--- src/logic/ifeb_pkg.sv ---
// Shared constants, register map and helper functions of the interrupt flag and enable bank
package ifeb_pkg;

  // Data width of one flag or enable register
  localparam int REG_W = 16;
  // Width of the AXI4-Lite byte address
  localparam int ADDR_W = 8;
  // Number of sticky bits in the interrupt status register
  localparam int IRQ_W = 4;

  // Byte offsets of the registers on the bus
  localparam logic [7:0] OFFS_FLAGS_1 = 8'h00;
  localparam logic [7:0] OFFS_FLAGS_2 = 8'h04;
  localparam logic [7:0] OFFS_FLAGS_3 = 8'h08;
  localparam logic [7:0] OFFS_FLAGS_4 = 8'h0C;
  localparam logic [7:0] OFFS_ENABLES_0 = 8'h10;
  localparam logic [7:0] OFFS_IRQ_STATUS = 8'h14;
  localparam logic [7:0] OFFS_IRQ_MASK = 8'h18;

  // Implemented bits: uart2 tx/rx, ext input 2, timer5/4, compare4/3 at 15..9;
  // ext input 1, change notice, comparator, i2c1 master/slave at 4..0
  localparam logic [15:0] IMPL_FLAGS_1 = 16'hFE1F;
  // Parallel port 13, compare5 9, capture5/4/3 7..5, spi2 event 1, spi2 fault 0
  localparam logic [15:0] IMPL_FLAGS_2 = 16'h22E3;
  // Calendar 14, i2c2 master 2, i2c2 slave 1
  localparam logic [15:0] IMPL_FLAGS_3 = 16'h4006;
  // Low voltage 8, checksum generator 3, uart2 error 2, uart1 error 1
  localparam logic [15:0] IMPL_FLAGS_4 = 16'h010E;
  // Adc done, uart1 tx/rx, spi1 done/fault, timer3 at 13..8; timer2, compare2,
  // capture2 at 7..5; timer1, compare1, capture1, ext input 0 at 3..0
  localparam logic [15:0] IMPL_ENABLES_0 = 16'h3FEF;

  // Reset values
  localparam logic [15:0] RESET_REG = 16'h0000;
  localparam logic [3:0] RESET_IRQ = 4'h0;

  // Status bit of each flag register in the interrupt status register
  localparam int IRQ_BIT_FLAGS_1 = 0;
  localparam int IRQ_BIT_FLAGS_2 = 1;
  localparam int IRQ_BIT_FLAGS_3 = 2;
  localparam int IRQ_BIT_FLAGS_4 = 3;

  // AXI response codes
  localparam logic [1:0] RESP_OKAY = 2'h0;
  localparam logic [1:0] RESP_SLVERR = 2'h2;

  // True when a byte address falls in the word of a register offset
  function automatic logic reg_hit(input logic [7:0] addr, input logic [7:0] offs);
    return addr[7:2] == offs[7:2];
  endfunction

  // True when a byte address selects any mapped register
  function automatic logic addr_known(input logic [7:0] addr);
    return addr[7:2] <= OFFS_IRQ_MASK[7:2];
  endfunction

  // Expand the two low byte strobes into a bit mask of one register
  function automatic logic [15:0] strb_mask(input logic [3:0] strb);
    return {{8{strb[1]}}, {8{strb[0]}}};
  endfunction

endpackage

--- src/logic/ifeb_axil_slave.sv ---
// AXI4-Lite slave front end that turns bus transfers into register strobes
`timescale 1ns/100ps
`default_nettype none
module ifeb_axil_slave
  import ifeb_pkg::*;
(
  // Clock and reset
  input wire logic aclk,
  input wire logic aresetn,
  // Write address channel
  input wire logic [7:0] awaddr,
  input wire logic awvalid,
  output logic awready,
  // Write data channel
  input wire logic [31:0] wdata,
  input wire logic [3:0] wstrb,
  input wire logic wvalid,
  output logic wready,
  // Write response channel
  output logic [1:0] bresp,
  output logic bvalid,
  input wire logic bready,
  // Read address channel
  input wire logic [7:0] araddr,
  input wire logic arvalid,
  output logic arready,
  // Read data channel
  output logic [31:0] rdata,
  output logic [1:0] rresp,
  output logic rvalid,
  input wire logic rready,
  // Register side strobes
  output logic wr_en,
  output logic [7:0] wr_addr,
  output logic [31:0] wr_data,
  output logic [3:0] wr_strb,
  output logic rd_en,
  output logic [7:0] rd_addr,
  input wire logic [31:0] rd_data
);

  // All slave state
  typedef struct packed {
    logic awready;
    logic wready;
    logic arready;
    logic bvalid;
    logic [1:0] bresp;
    logic rvalid;
    logic [1:0] rresp;
    logic [31:0] rdata;
    logic [7:0] awaddr;
    logic [31:0] wdata;
    logic [3:0] wstrb;
  } ifeb_axil_state_type;

  // Idle slave: both write channels and the read channel open
  localparam ifeb_axil_state_type AXIL_RESET = '{1'b1, 1'b1, 1'b1, 1'b0, RESP_OKAY,
    1'b0, RESP_OKAY, 32'h0000_0000, 8'h00, 32'h0000_0000, 4'h0};

  ifeb_axil_state_type state_reg;
  ifeb_axil_state_type state_next;

  // Write fires once both halves are held and no response is pending
  assign wr_en = !state_reg.awready && !state_reg.wready && !state_reg.bvalid;
  assign wr_addr = state_reg.awaddr;
  assign wr_data = state_reg.wdata;
  assign wr_strb = state_reg.wstrb;
  // Read fires on the address handshake itself
  assign rd_en = arvalid && state_reg.arready;
  assign rd_addr = araddr;

  // Channel handshakes
  always_comb
  begin
    state_next = state_reg;
    // Capture write address, close channel until response done
    if (awvalid && state_reg.awready)
    begin
      state_next.awaddr = awaddr;
      state_next.awready = 1'b0;
    end
    // Capture write data independently of the address
    if (wvalid && state_reg.wready)
    begin
      state_next.wdata = wdata;
      state_next.wstrb = wstrb;
      state_next.wready = 1'b0;
    end
    // Both halves held: perform write and answer
    if (wr_en)
    begin
      state_next.bvalid = 1'b1;
      state_next.bresp = addr_known(state_reg.awaddr) ? RESP_OKAY : RESP_SLVERR;
    end
    // Response taken: reopen both write channels
    if (state_reg.bvalid && bready)
    begin
      state_next.bvalid = 1'b0;
      state_next.awready = 1'b1;
      state_next.wready = 1'b1;
    end
    // Read: latch data in the handshake cycle
    if (rd_en)
    begin
      state_next.rdata = rd_data;
      state_next.rresp = addr_known(araddr) ? RESP_OKAY : RESP_SLVERR;
      state_next.rvalid = 1'b1;
      state_next.arready = 1'b0;
    end
    // Read data taken: reopen read address channel
    if (state_reg.rvalid && rready)
    begin
      state_next.rvalid = 1'b0;
      state_next.arready = 1'b1;
    end
  end

  // State register
  always_ff @(posedge aclk)
  begin
    if (!aresetn)
      state_reg <= AXIL_RESET;
    else
      state_reg <= state_next;
  end

  // Outputs straight from the state
  assign awready = state_reg.awready;
  assign wready = state_reg.wready;
  assign arready = state_reg.arready;
  assign bvalid = state_reg.bvalid;
  assign bresp = state_reg.bresp;
  assign rvalid = state_reg.rvalid;
  assign rresp = state_reg.rresp;
  assign rdata = state_reg.rdata;

endmodule
`default_nettype wire

--- src/logic/ifeb_flag_reg.sv ---
// One 16-bit register with software write, hardware set and fixed unimplemented bits
`timescale 1ns/100ps
`default_nettype none
module ifeb_flag_reg
  import ifeb_pkg::*;
#(
  // Bits that exist in this register
  parameter logic [15:0] IMPL = 16'hFFFF
)
(
  // Clock and reset
  input wire logic aclk,
  input wire logic aresetn,
  // Software write
  input wire logic wr_en,
  input wire logic [15:0] wr_data,
  input wire logic [15:0] wr_mask,
  // Hardware set requests
  input wire logic [15:0] src_set,
  // Register value and set indication
  output logic [15:0] flags,
  output logic set_seen
);

  // Register state
  typedef struct packed {
    logic [15:0] flags;
  } ifeb_flag_state_type;

  ifeb_flag_state_type state_reg;
  ifeb_flag_state_type state_next;

  // Any implemented source asking this cycle
  assign set_seen = |(src_set & IMPL);

  // Write replaces selected bytes, then sets are OR-ed so they beat a clear
  always_comb
  begin
    state_next = state_reg;
    if (wr_en)
      state_next.flags = (state_reg.flags & ~wr_mask) | (wr_data & wr_mask);
    state_next.flags = (state_next.flags | src_set) & IMPL;
  end

  // Register with synchronous reset to zero
  always_ff @(posedge aclk)
  begin
    if (!aresetn)
      state_reg <= '{flags: RESET_REG};
    else
      state_reg <= state_next;
  end

  assign flags = state_reg.flags;

endmodule
`default_nettype wire

--- src/logic/ifeb_top.sv ---
// Interrupt flag and enable bank with AXI4-Lite access and a summary interrupt
//
// Our own choices: the AXI4-Lite register port and the address map.
`timescale 1ns/100ps
`default_nettype none
module ifeb_top
  import ifeb_pkg::*;
(
  // Clock and reset
  input wire logic aclk,
  input wire logic aresetn,
  // AXI4-Lite write address
  input wire logic [7:0] s_axi_awaddr,
  input wire logic s_axi_awvalid,
  output logic s_axi_awready,
  // AXI4-Lite write data
  input wire logic [31:0] s_axi_wdata,
  input wire logic [3:0] s_axi_wstrb,
  input wire logic s_axi_wvalid,
  output logic s_axi_wready,
  // AXI4-Lite write response
  output logic [1:0] s_axi_bresp,
  output logic s_axi_bvalid,
  input wire logic s_axi_bready,
  // AXI4-Lite read address
  input wire logic [7:0] s_axi_araddr,
  input wire logic s_axi_arvalid,
  output logic s_axi_arready,
  // AXI4-Lite read data
  output logic [31:0] s_axi_rdata,
  output logic [1:0] s_axi_rresp,
  output logic s_axi_rvalid,
  input wire logic s_axi_rready,
  // Peripheral request pulses, one bit per flag position
  input wire logic [15:0] src_set_1,
  input wire logic [15:0] src_set_2,
  input wire logic [15:0] src_set_3,
  input wire logic [15:0] src_set_4,
  // Partner registers held elsewhere in the unit
  input wire logic [15:0] ext_flags_0,
  input wire logic [15:0] ext_enables_1,
  input wire logic [15:0] ext_enables_2,
  input wire logic [15:0] ext_enables_3,
  input wire logic [15:0] ext_enables_4,
  // Register contents toward the rest of the unit
  output logic [15:0] flags_1,
  output logic [15:0] flags_2,
  output logic [15:0] flags_3,
  output logic [15:0] flags_4,
  output logic [15:0] enables_0,
  // Flag-and-enable requests toward priority arbitration
  output logic [15:0] req_0,
  output logic [15:0] req_1,
  output logic [15:0] req_2,
  output logic [15:0] req_3,
  output logic [15:0] req_4,
  // Summary interrupt
  output logic irq
);

  // Own state: summary interrupt and registered requests
  typedef struct packed {
    logic [3:0] irq_status;
    logic [3:0] irq_mask;
    logic irq;
    logic [15:0] req_0;
    logic [15:0] req_1;
    logic [15:0] req_2;
    logic [15:0] req_3;
    logic [15:0] req_4;
  } ifeb_top_state_type;

  ifeb_top_state_type state_reg;
  ifeb_top_state_type state_next;

  // Register strobes from the bus slave
  logic wr_en;
  logic [7:0] wr_addr;
  logic [31:0] wr_data;
  logic [3:0] wr_strb;
  logic rd_en;
  logic [7:0] rd_addr;
  logic [31:0] rd_data;
  // Low half of the write data and its byte mask
  logic [15:0] wr_low;
  logic [15:0] wr_mask;
  // Hardware set seen per flag register
  logic [3:0] events;

  assign wr_low = wr_data[15:0];
  assign wr_mask = strb_mask(wr_strb);

  // Bus front end
  ifeb_axil_slave u_slave (
    .aclk(aclk),
    .aresetn(aresetn),
    .awaddr(s_axi_awaddr),
    .awvalid(s_axi_awvalid),
    .awready(s_axi_awready),
    .wdata(s_axi_wdata),
    .wstrb(s_axi_wstrb),
    .wvalid(s_axi_wvalid),
    .wready(s_axi_wready),
    .bresp(s_axi_bresp),
    .bvalid(s_axi_bvalid),
    .bready(s_axi_bready),
    .araddr(s_axi_araddr),
    .arvalid(s_axi_arvalid),
    .arready(s_axi_arready),
    .rdata(s_axi_rdata),
    .rresp(s_axi_rresp),
    .rvalid(s_axi_rvalid),
    .rready(s_axi_rready),
    .wr_en(wr_en),
    .wr_addr(wr_addr),
    .wr_data(wr_data),
    .wr_strb(wr_strb),
    .rd_en(rd_en),
    .rd_addr(rd_addr),
    .rd_data(rd_data)
  );

  // Flag registers: sources set, software writes, absent bits forced low
  ifeb_flag_reg #(.IMPL(IMPL_FLAGS_1)) u_flags_1 (
    .aclk(aclk),
    .aresetn(aresetn),
    .wr_en(wr_en && reg_hit(wr_addr, OFFS_FLAGS_1)),
    .wr_data(wr_low),
    .wr_mask(wr_mask),
    .src_set(src_set_1),
    .flags(flags_1),
    .set_seen(events[IRQ_BIT_FLAGS_1])
  );

  ifeb_flag_reg #(.IMPL(IMPL_FLAGS_2)) u_flags_2 (
    .aclk(aclk),
    .aresetn(aresetn),
    .wr_en(wr_en && reg_hit(wr_addr, OFFS_FLAGS_2)),
    .wr_data(wr_low),
    .wr_mask(wr_mask),
    .src_set(src_set_2),
    .flags(flags_2),
    .set_seen(events[IRQ_BIT_FLAGS_2])
  );

  ifeb_flag_reg #(.IMPL(IMPL_FLAGS_3)) u_flags_3 (
    .aclk(aclk),
    .aresetn(aresetn),
    .wr_en(wr_en && reg_hit(wr_addr, OFFS_FLAGS_3)),
    .wr_data(wr_low),
    .wr_mask(wr_mask),
    .src_set(src_set_3),
    .flags(flags_3),
    .set_seen(events[IRQ_BIT_FLAGS_3])
  );

  ifeb_flag_reg #(.IMPL(IMPL_FLAGS_4)) u_flags_4 (
    .aclk(aclk),
    .aresetn(aresetn),
    .wr_en(wr_en && reg_hit(wr_addr, OFFS_FLAGS_4)),
    .wr_data(wr_low),
    .wr_mask(wr_mask),
    .src_set(src_set_4),
    .flags(flags_4),
    .set_seen(events[IRQ_BIT_FLAGS_4])
  );

  // Enable register: software only, no hardware set
  ifeb_flag_reg #(.IMPL(IMPL_ENABLES_0)) u_enables_0 (
    .aclk(aclk),
    .aresetn(aresetn),
    .wr_en(wr_en && reg_hit(wr_addr, OFFS_ENABLES_0)),
    .wr_data(wr_low),
    .wr_mask(wr_mask),
    .src_set(RESET_REG),
    .flags(enables_0),
    .set_seen()
  );

  // Read multiplexer; upper half and absent bits always zero
  always_comb
  begin
    rd_data = 32'h0000_0000;
    case (rd_addr[7:2])
      OFFS_FLAGS_1[7:2]: rd_data[15:0] = flags_1;
      OFFS_FLAGS_2[7:2]: rd_data[15:0] = flags_2;
      OFFS_FLAGS_3[7:2]: rd_data[15:0] = flags_3;
      OFFS_FLAGS_4[7:2]: rd_data[15:0] = flags_4;
      OFFS_ENABLES_0[7:2]: rd_data[15:0] = enables_0;
      OFFS_IRQ_STATUS[7:2]: rd_data[3:0] = state_reg.irq_status;
      OFFS_IRQ_MASK[7:2]: rd_data[3:0] = state_reg.irq_mask;
      // Unmapped words read as zero with an error response
      default: rd_data = 32'h0000_0000;
    endcase
  end

  // Summary interrupt and request pairing
  always_comb
  begin
    state_next = state_reg;
    // Reading status clears it; new events in the same cycle survive
    if (rd_en && reg_hit(rd_addr, OFFS_IRQ_STATUS))
      state_next.irq_status = RESET_IRQ;
    state_next.irq_status = state_next.irq_status | events;
    // Mask is written from the low byte
    if (wr_en && reg_hit(wr_addr, OFFS_IRQ_MASK) && wr_strb[0])
      state_next.irq_mask = wr_data[3:0];
    // Level output follows unmasked status
    state_next.irq = |(state_next.irq_status & state_next.irq_mask);
    // Requests pass only where flag and enable are both set
    state_next.req_0 = ext_flags_0 & enables_0;
    state_next.req_1 = flags_1 & ext_enables_1;
    state_next.req_2 = flags_2 & ext_enables_2;
    state_next.req_3 = flags_3 & ext_enables_3;
    state_next.req_4 = flags_4 & ext_enables_4;
  end

  // State register
  always_ff @(posedge aclk)
  begin
    if (!aresetn)
      state_reg <= '{RESET_IRQ, RESET_IRQ, 1'b0, RESET_REG, RESET_REG, RESET_REG,
        RESET_REG, RESET_REG};
    else
      state_reg <= state_next;
  end

  // Outputs from the state
  assign irq = state_reg.irq;
  assign req_0 = state_reg.req_0;
  assign req_1 = state_reg.req_1;
  assign req_2 = state_reg.req_2;
  assign req_3 = state_reg.req_3;
  assign req_4 = state_reg.req_4;
endmodule
`default_nettype wire
--- config.mk ---
export PLATFORM = sky130hd
export DESIGN_NAME = ifeb_top
export DESIGN_NICKNAME = d
export VERILOG_FILES = /design/src/logic/ifeb_pkg.sv /design/src/logic/ifeb_axil_slave.sv /design/src/logic/ifeb_flag_reg.sv /design/src/logic/ifeb_top.sv
export SDC_FILE = /design/constraint.sdc
export NUM_CORES = 1
export LEC_CHECK = 0
export BUFFER_PORTS_ARGS = -buffer_cell sky130_fd_sc_hd__buf_4
export CAP_MARGIN = 30
export CORE_AREA = 2 2 156 158
export DETAILED_ROUTE_END_ITERATION = 16
export DIE_AREA = 0 0 158 160
export SETUP_SLACK_MARGIN = 0.1
export SLEW_MARGIN = 40
export SYNTH_ARGS = -nofsm -noshare
export SYNTH_HDL_FRONTEND = slang
export SYNTH_SLANG_ARGS = --single-unit
--- constraint.sdc ---
create_clock -name aclk -period 2.9 [get_ports aclk]
set_clock_uncertainty 0.15 [all_clocks]
set_input_delay 0.435 -clock aclk [delete_from_list [all_inputs] [get_ports aclk]]
set_output_delay 0.435 -clock aclk [all_outputs]
set_load 0.02 [all_outputs]
# Word-level counts from Yosys, hierarchy flattened
# Cells that the tools add are included.
word_totals:
  register_bits: 183
classes:
  n_lt_le_gt_ge: 2
  n_mux: 10
  bitwise: 24
  reduce_logical: 27
  n_eq_ne: 11
op_table:
  columns: ["op", "count"]
  rows:
  - ["one-hot mux 12 bit (5 select lines)", 1]
  - ["bitwise AND 16 bit", 3]
  - ["OR 14 bit", 3]
  - ["OR 16 bit", 2]
  - ["== test 6 x 3 -> 1 bit (second input constant)", 5]
  - ["OR 15 bit", 2]
  - ["bitwise AND 14 bit", 2]
  - ["one-hot mux 4 bit (7 select lines)", 1]
  - ["== test 6 x 2 -> 1 bit (second input constant)", 4]
  - ["OR 9 bit", 2]
  - ["bitwise AND 14 x 16 -> 16 bit", 1]
  - ["bitwise AND 15 x 16 -> 16 bit", 1]
  - ["bitwise AND 16 x 14 -> 16 bit", 1]
  - ["bitwise AND 9 x 16 -> 16 bit", 1]
  - ["2-to-1 mux 16 bit", 1]
  - ["inverter 16 bit", 1]
  - ["bitwise AND 15 bit", 1]
  - ["logical AND 1 bit", 15]
  - ["2-to-1 mux 15 bit", 1]
  - ["2-to-1 mux 14 bit", 1]
  - ["== test 6 x 1 -> 1 bit (second input constant)", 2]
  - ["<= comparator 6 x 3 -> 1 bit (second input constant)", 2]
  - ["logical NOT 6 bit", 2]
  - ["OR reduction 12 bit", 1]
  - ["12 further kinds", 18]

# Longest topological paths before layout
logic_depth:
  ltp_word: 8
  depth_mapped: 7
  ltp_nobuf: 5

# Cells and area by module
# Synthesis repeated with hierarchy kept, for this count alone.
hier_totals:
  hier_cells: 974
  area_unflattened_um2: 9138.8
by_module_without_submodules:
  columns: ["module", "area_per_inst_um2", "seq_area_each_um2", "n_inst", "cells_per_inst"]
  rows:
  - ["ifeb_top", 3773.6, 1781.7, 1, 377]
  - ["ifeb_axil_slave", 3181.8, 1661.6, 1, 372]
  - ["ifeb_flag_reg at u_enables_0", 649.4, 260.2, 1, 65]
  - ["ifeb_flag_reg at u_flags_1", 609.3, 240.2, 1, 60]
  - ["ifeb_flag_reg at u_flags_2", 404.1, 140.1, 1, 42]
  - ["ifeb_flag_reg at u_flags_4", 284.0, 80.1, 1, 31]
  - ["ifeb_flag_reg at u_flags_3", 236.5, 60.1, 1, 27]

# Least setup slack after synthesis
# OpenSTA, ideal clock, no wires.
synth_timing:
  path_type: "flip-flop to flip-flop"
  startpoint: "register u_slave.state_reg, in the netlist u_slave.awready"
  endpoint: "register u_flags_1.state_reg, in the netlist u_flags_1.flags[10]"
  setup_time_ns: 0.115
  path_stages_with_launch: 8
  period_less_slack_ns: 2.122
  t_arrival_ns: 1.857
  slack_ns: 0.778
  path_cell_list: "dfxtp_1 > buf_6 > nor3_4 > nand4b_2 > or3_1 > buf_6 > mux2_4 > o21a_1"
synth_via:
  elab_chain_len: 6
synth_rtl:
  columns: ["element", "line", "rtl"]
  rows:
  - ["start: declaration", "ifeb_axil_slave.sv:61", "ifeb_axil_state_type state_reg;"]
  - ["start signal: assignment", "ifeb_axil_slave.sv:125", "state_reg <= state_next;"]
  - ["logical NOT 1 bit", "ifeb_axil_slave.sv:65", "assign wr_en = !state_reg.awready && !state_reg.wready && !state_reg.bvalid;"]
  - ["logical AND 1 bit (2 in a row)", "ifeb_axil_slave.sv:65", null]
  - ["logical AND 1 bit", "ifeb_top.sv:127", ".wr_en(wr_en && reg_hit(wr_addr, OFFS_FLAGS_1)),"]
  - ["2-to-1 mux 16 bit", "ifeb_flag_reg.sv:40", "if (wr_en)"]
  - ["OR 16 bit", "ifeb_flag_reg.sv:42", "state_next.flags = (state_next.flags | src_set) & IMPL;"]
  - ["end signal: assignment", "ifeb_flag_reg.sv:49", "state_reg <= '{flags: RESET_REG};"]
  - ["end signal: assignment", "ifeb_flag_reg.sv:51", "state_reg <= state_next;"]
  - ["end: declaration", "ifeb_flag_reg.sv:30", "ifeb_flag_state_type state_reg;"]
# No other way between the ends.
# A chain may end at the register's enable or synchronous reset.

# Worst setup path after layout
layout_timing:
  startpoint: "register u_slave.state_reg, in the netlist u_slave.awready"
  endpoint: "register u_flags_1.state_reg, in the netlist u_flags_1.flags[11]"
# The elaborated chain is that of the path after synthesis.

==> key figures <==
Finish
  • Diode count: 0
  • Fin util: 33.73%
  • Leading cell type in the layout, fill and taps excluded: buf_4
  • Share of cells above drive strength 1: 33.94%
  • Number of fill cells: 2464
  • Area grow syn2layout: 28.47%
  • Non-filler instance count after layout: 1143
  • Commonest cells after routing, fill and taps aside: buf_4 (211), dfxtp_1 (134), conb_1 (100)
  • Nets: 1010

Global route
  • Total GRT Usage: 14.25%
  • Initial antenna violation count: 0
  • First-pass GRT wire length: 26390 um
  • Largest net degree at the start of global routing: 72
  • Vias in the first global route: 4369
  • GRT overflow: 0

Drt
  • Initial DRT Pass Iterations: 4
  • # DRC: 0
  • Post-route ant nets: 0
  • Via count: 4649
  • Starting DRT DRC Count: 195
  • Vias per cell: 4.067
  • Routed WL per cell: 15.94 um
  • WL final: 18230 um

Worst setup path
  • Maximum fanout along the worst path: 10
  • Worst EP required: 3.06 ns
  • Crit path kind: flop to flop
  • R2R setup slack: 0.55 ns
  • CP Capture Type: flop
  • FF-to-FF path depth: 5
  • Worst EP arrival: 2.51 ns
  • Crit path launch type: flop

STA
  • Fin crit period: 2.348 ns
  • Worst-margin pin slew: 0.7281 ns
  • Max-slew violations: 0
  • RSZ-0062 raised after global routing: no
  • Setup TNS: 0 ns
  • Final hold violations: 0
  • Maximum clock rate: 425.9 MHz
  • Final setup violation count: 0
  • Fin crit share: 80.97%
  • Max_slew headroom: 51.46%

Worst hold path
  • WHS Path Cells: 2
  • Class of the worst hold path: input pin to flop

Placed design
  • Port bufs: 203
  • DP HPWL: 14250 um
  • Placed insts: 1112
  • Gp weighted congestion: 0.7569

Power and ir drop
  • Leak pwr: 3.805 nW
  • Psw: 1.240 mW
  • Gate power share: 12.2%
  • P_int: 3.501 mW
  • Reg power frac: 42.0%
  • VDD IR max: 301.5 uV
  • Sw Share: 26.16%
  • PwrDens: 590.2 mW/mm2
  • Clk pwr share: 45.9%

Logic synthesis
  • Yosys reg bits: 134
  • Post-Synth Simple-Gate Area: 16.29%
  • XOR/XNOR Fraction of Synth Area: 0%
  • Post-synthesis mux area share: 10.66%
  • Post-Syn Instances: 645
  • EDFF count, synth: 0
  • Synth Area in Compound Gates: 11.16%
  • Synth unique cells: 43
  • Post-synth ARST share: 0%
  • Combinational family with the most area after synthesis: buffers and inverters
  • Syn avg cell area: 9.695 um2
  • Post-synthesis adder-cell area fraction: 0%
  • Synth Cell Area: 0.006253 mm2
  • Number of synthesis warnings: 0
  • Post-synth top flop: dfxtp_1
  • Sequential-to-total area share from yosys stat: 42.90%

Flow run
  • Maxcap violations: 0

Clock network
  • Root Buffer: clkbuf_16
  • Num CTS Buffers: 17
  • Worst-path clk slew: 0.06 ns
  • Hold_buf cts: 0
  • CTS resizes: 0
  • CTS tree: built
  • Clock buffer depth: 2
  • Postcts setup bufs: 0
  • Clock Sinks: 134
  • H-Tree Depth: 4
  • Clock latency on the worst-skew pair: 0.41 ns

Floorplanning
  • Initial Util: 26.25%
  • Die ar.: 0.02528 mm2
  • Num ports: 405
  • Die Span Y: 160 um
  • Core area: 0.02382 mm2
  • Die width: 158 um
  • Cell Rows: 57

Run status
  • Run status: finished clean
-- synthesized netlist by cell type (all sizes together) (2+ instances only) --
cell      n  share of area [%]
buf     146                 17
nor3      5               0.66
a22oi    15                1.8
o22ai     2               0.20
nand2b    3               0.30
dfxtp   134                 43
or3       2               0.20
nand2    54                3.2
o21ai     7               0.56
and2      3               0.32
mux2i    25                4.0
nor2b    39                3.9
o211ai    3               0.36
nand4     4               0.40
clkbuf   21                1.3
mux2     31                6.3
a21oi     9               0.72
nand3    13                1.0
and3b     2               0.28
inv       3               0.18
a22o      3               0.42
o21a     28                3.4
nor2     10               0.60
a21boi   27                3.2
and3     39                3.9
nor4      6               0.60
nand4b    2               0.48
-- critical path, cell delays in order, from the launching register on --
cell and delay [ns]:
dfxtp_1 0.42, nor3_4 0.38, nand4b_2 0.20, or3_1 0.56, mux2_4 0.37, o21a_1 0.17
-- logic make-up (layout without fill, tap and decap cells) --
kind of cell / Yosys count / in the layout
other: 1 / 100
buffers and inverters: 170 / 245
AND/OR/NAND/NOR: 185 / 185
multiplexers: 57 / 57
flip-flops: 134 / 134
AO/OA/AOI/OAI: 98 / 98
-- layout make-up --
cell class | instances | area, um2 | area share (%)
Timing Repair Buffer | 211 | 1584 | 19.72
Tap cell | 324 | 405.4 | 5.046
Inverter | 3 | 11.26 | 0.1402
Clock inverter | 12 | 156.4 | 1.947
Clock buffer | 19 | 432.9 | 5.389
Sequential cell | 134 | 2683 | 33.39
Multi-Input combinational cell | 440 | 2761 | 34.37
-- stage by stage --
stage	worst slack [ns]	hold WS (ns)	power, mW	instance area, um2
2_1_floorplan	0.7783	0.2930	2.467	6625
3_3_place_gp	0.3804	0.3038	2.606	7442
3_5_place_dp	0.3686	0.3078	2.613	7442
4_1_cts	0.5366	0.05195	4.813	8031
5_1_grt	0.4255	0.06525	4.938	8034
6_report	0.5519	0.07775	4.742	8034
-- metal layers --
| layer | GRT usage (%) | share of wire (%) | vias up | routed length (um) |
|---|---|---|---|---|
| li1 | - | - | 2305 | - |
| met1 | 17.35 | 43 | 2160 | 7825 |
| met2 | 23.18 | 48 | 172 | 8773 |
| met3 | 5.156 | 7.8 | 12 | 1428 |
| met4 | 4.873 | 1.1 | 0 | 198 |
| met5 | 0 | 0 | - | 0 |
-- power groups by stage --
stage	combinational (mW)	sequential [mW]	clock, mW
after global routing	0.630	2.00	2.31
after detailed placement	0.582	2.03	0
final	0.577	1.99	2.17
after CTS	0.582	1.99	2.24
after floorplan	0.433	2.03	0
after global placement	0.577	2.03	0
-- path summary, 6_finish.rpt --
| path | from | end |
|---|---|---|
| worst max-delay path | u_slave.awready$_SDFFE_PP1P_ | u_flags_1.flags[11]$_SDFF_PN0_ |
| worst min-delay path | s_axi_wvalid | u_slave.wready$_SDFFE_PP1P_ |
| worst max register to register | u_slave.awready$_SDFFE_PP1P_ | u_flags_1.flags[11]$_SDFF_PN0_ |
| worst min register to register | u_slave.rdata[1]$_SDFFE_PN0P_ | u_slave.rdata[1]$_SDFFE_PN0P_ |
Note: power is estimated with default switching activity, not from simulation.
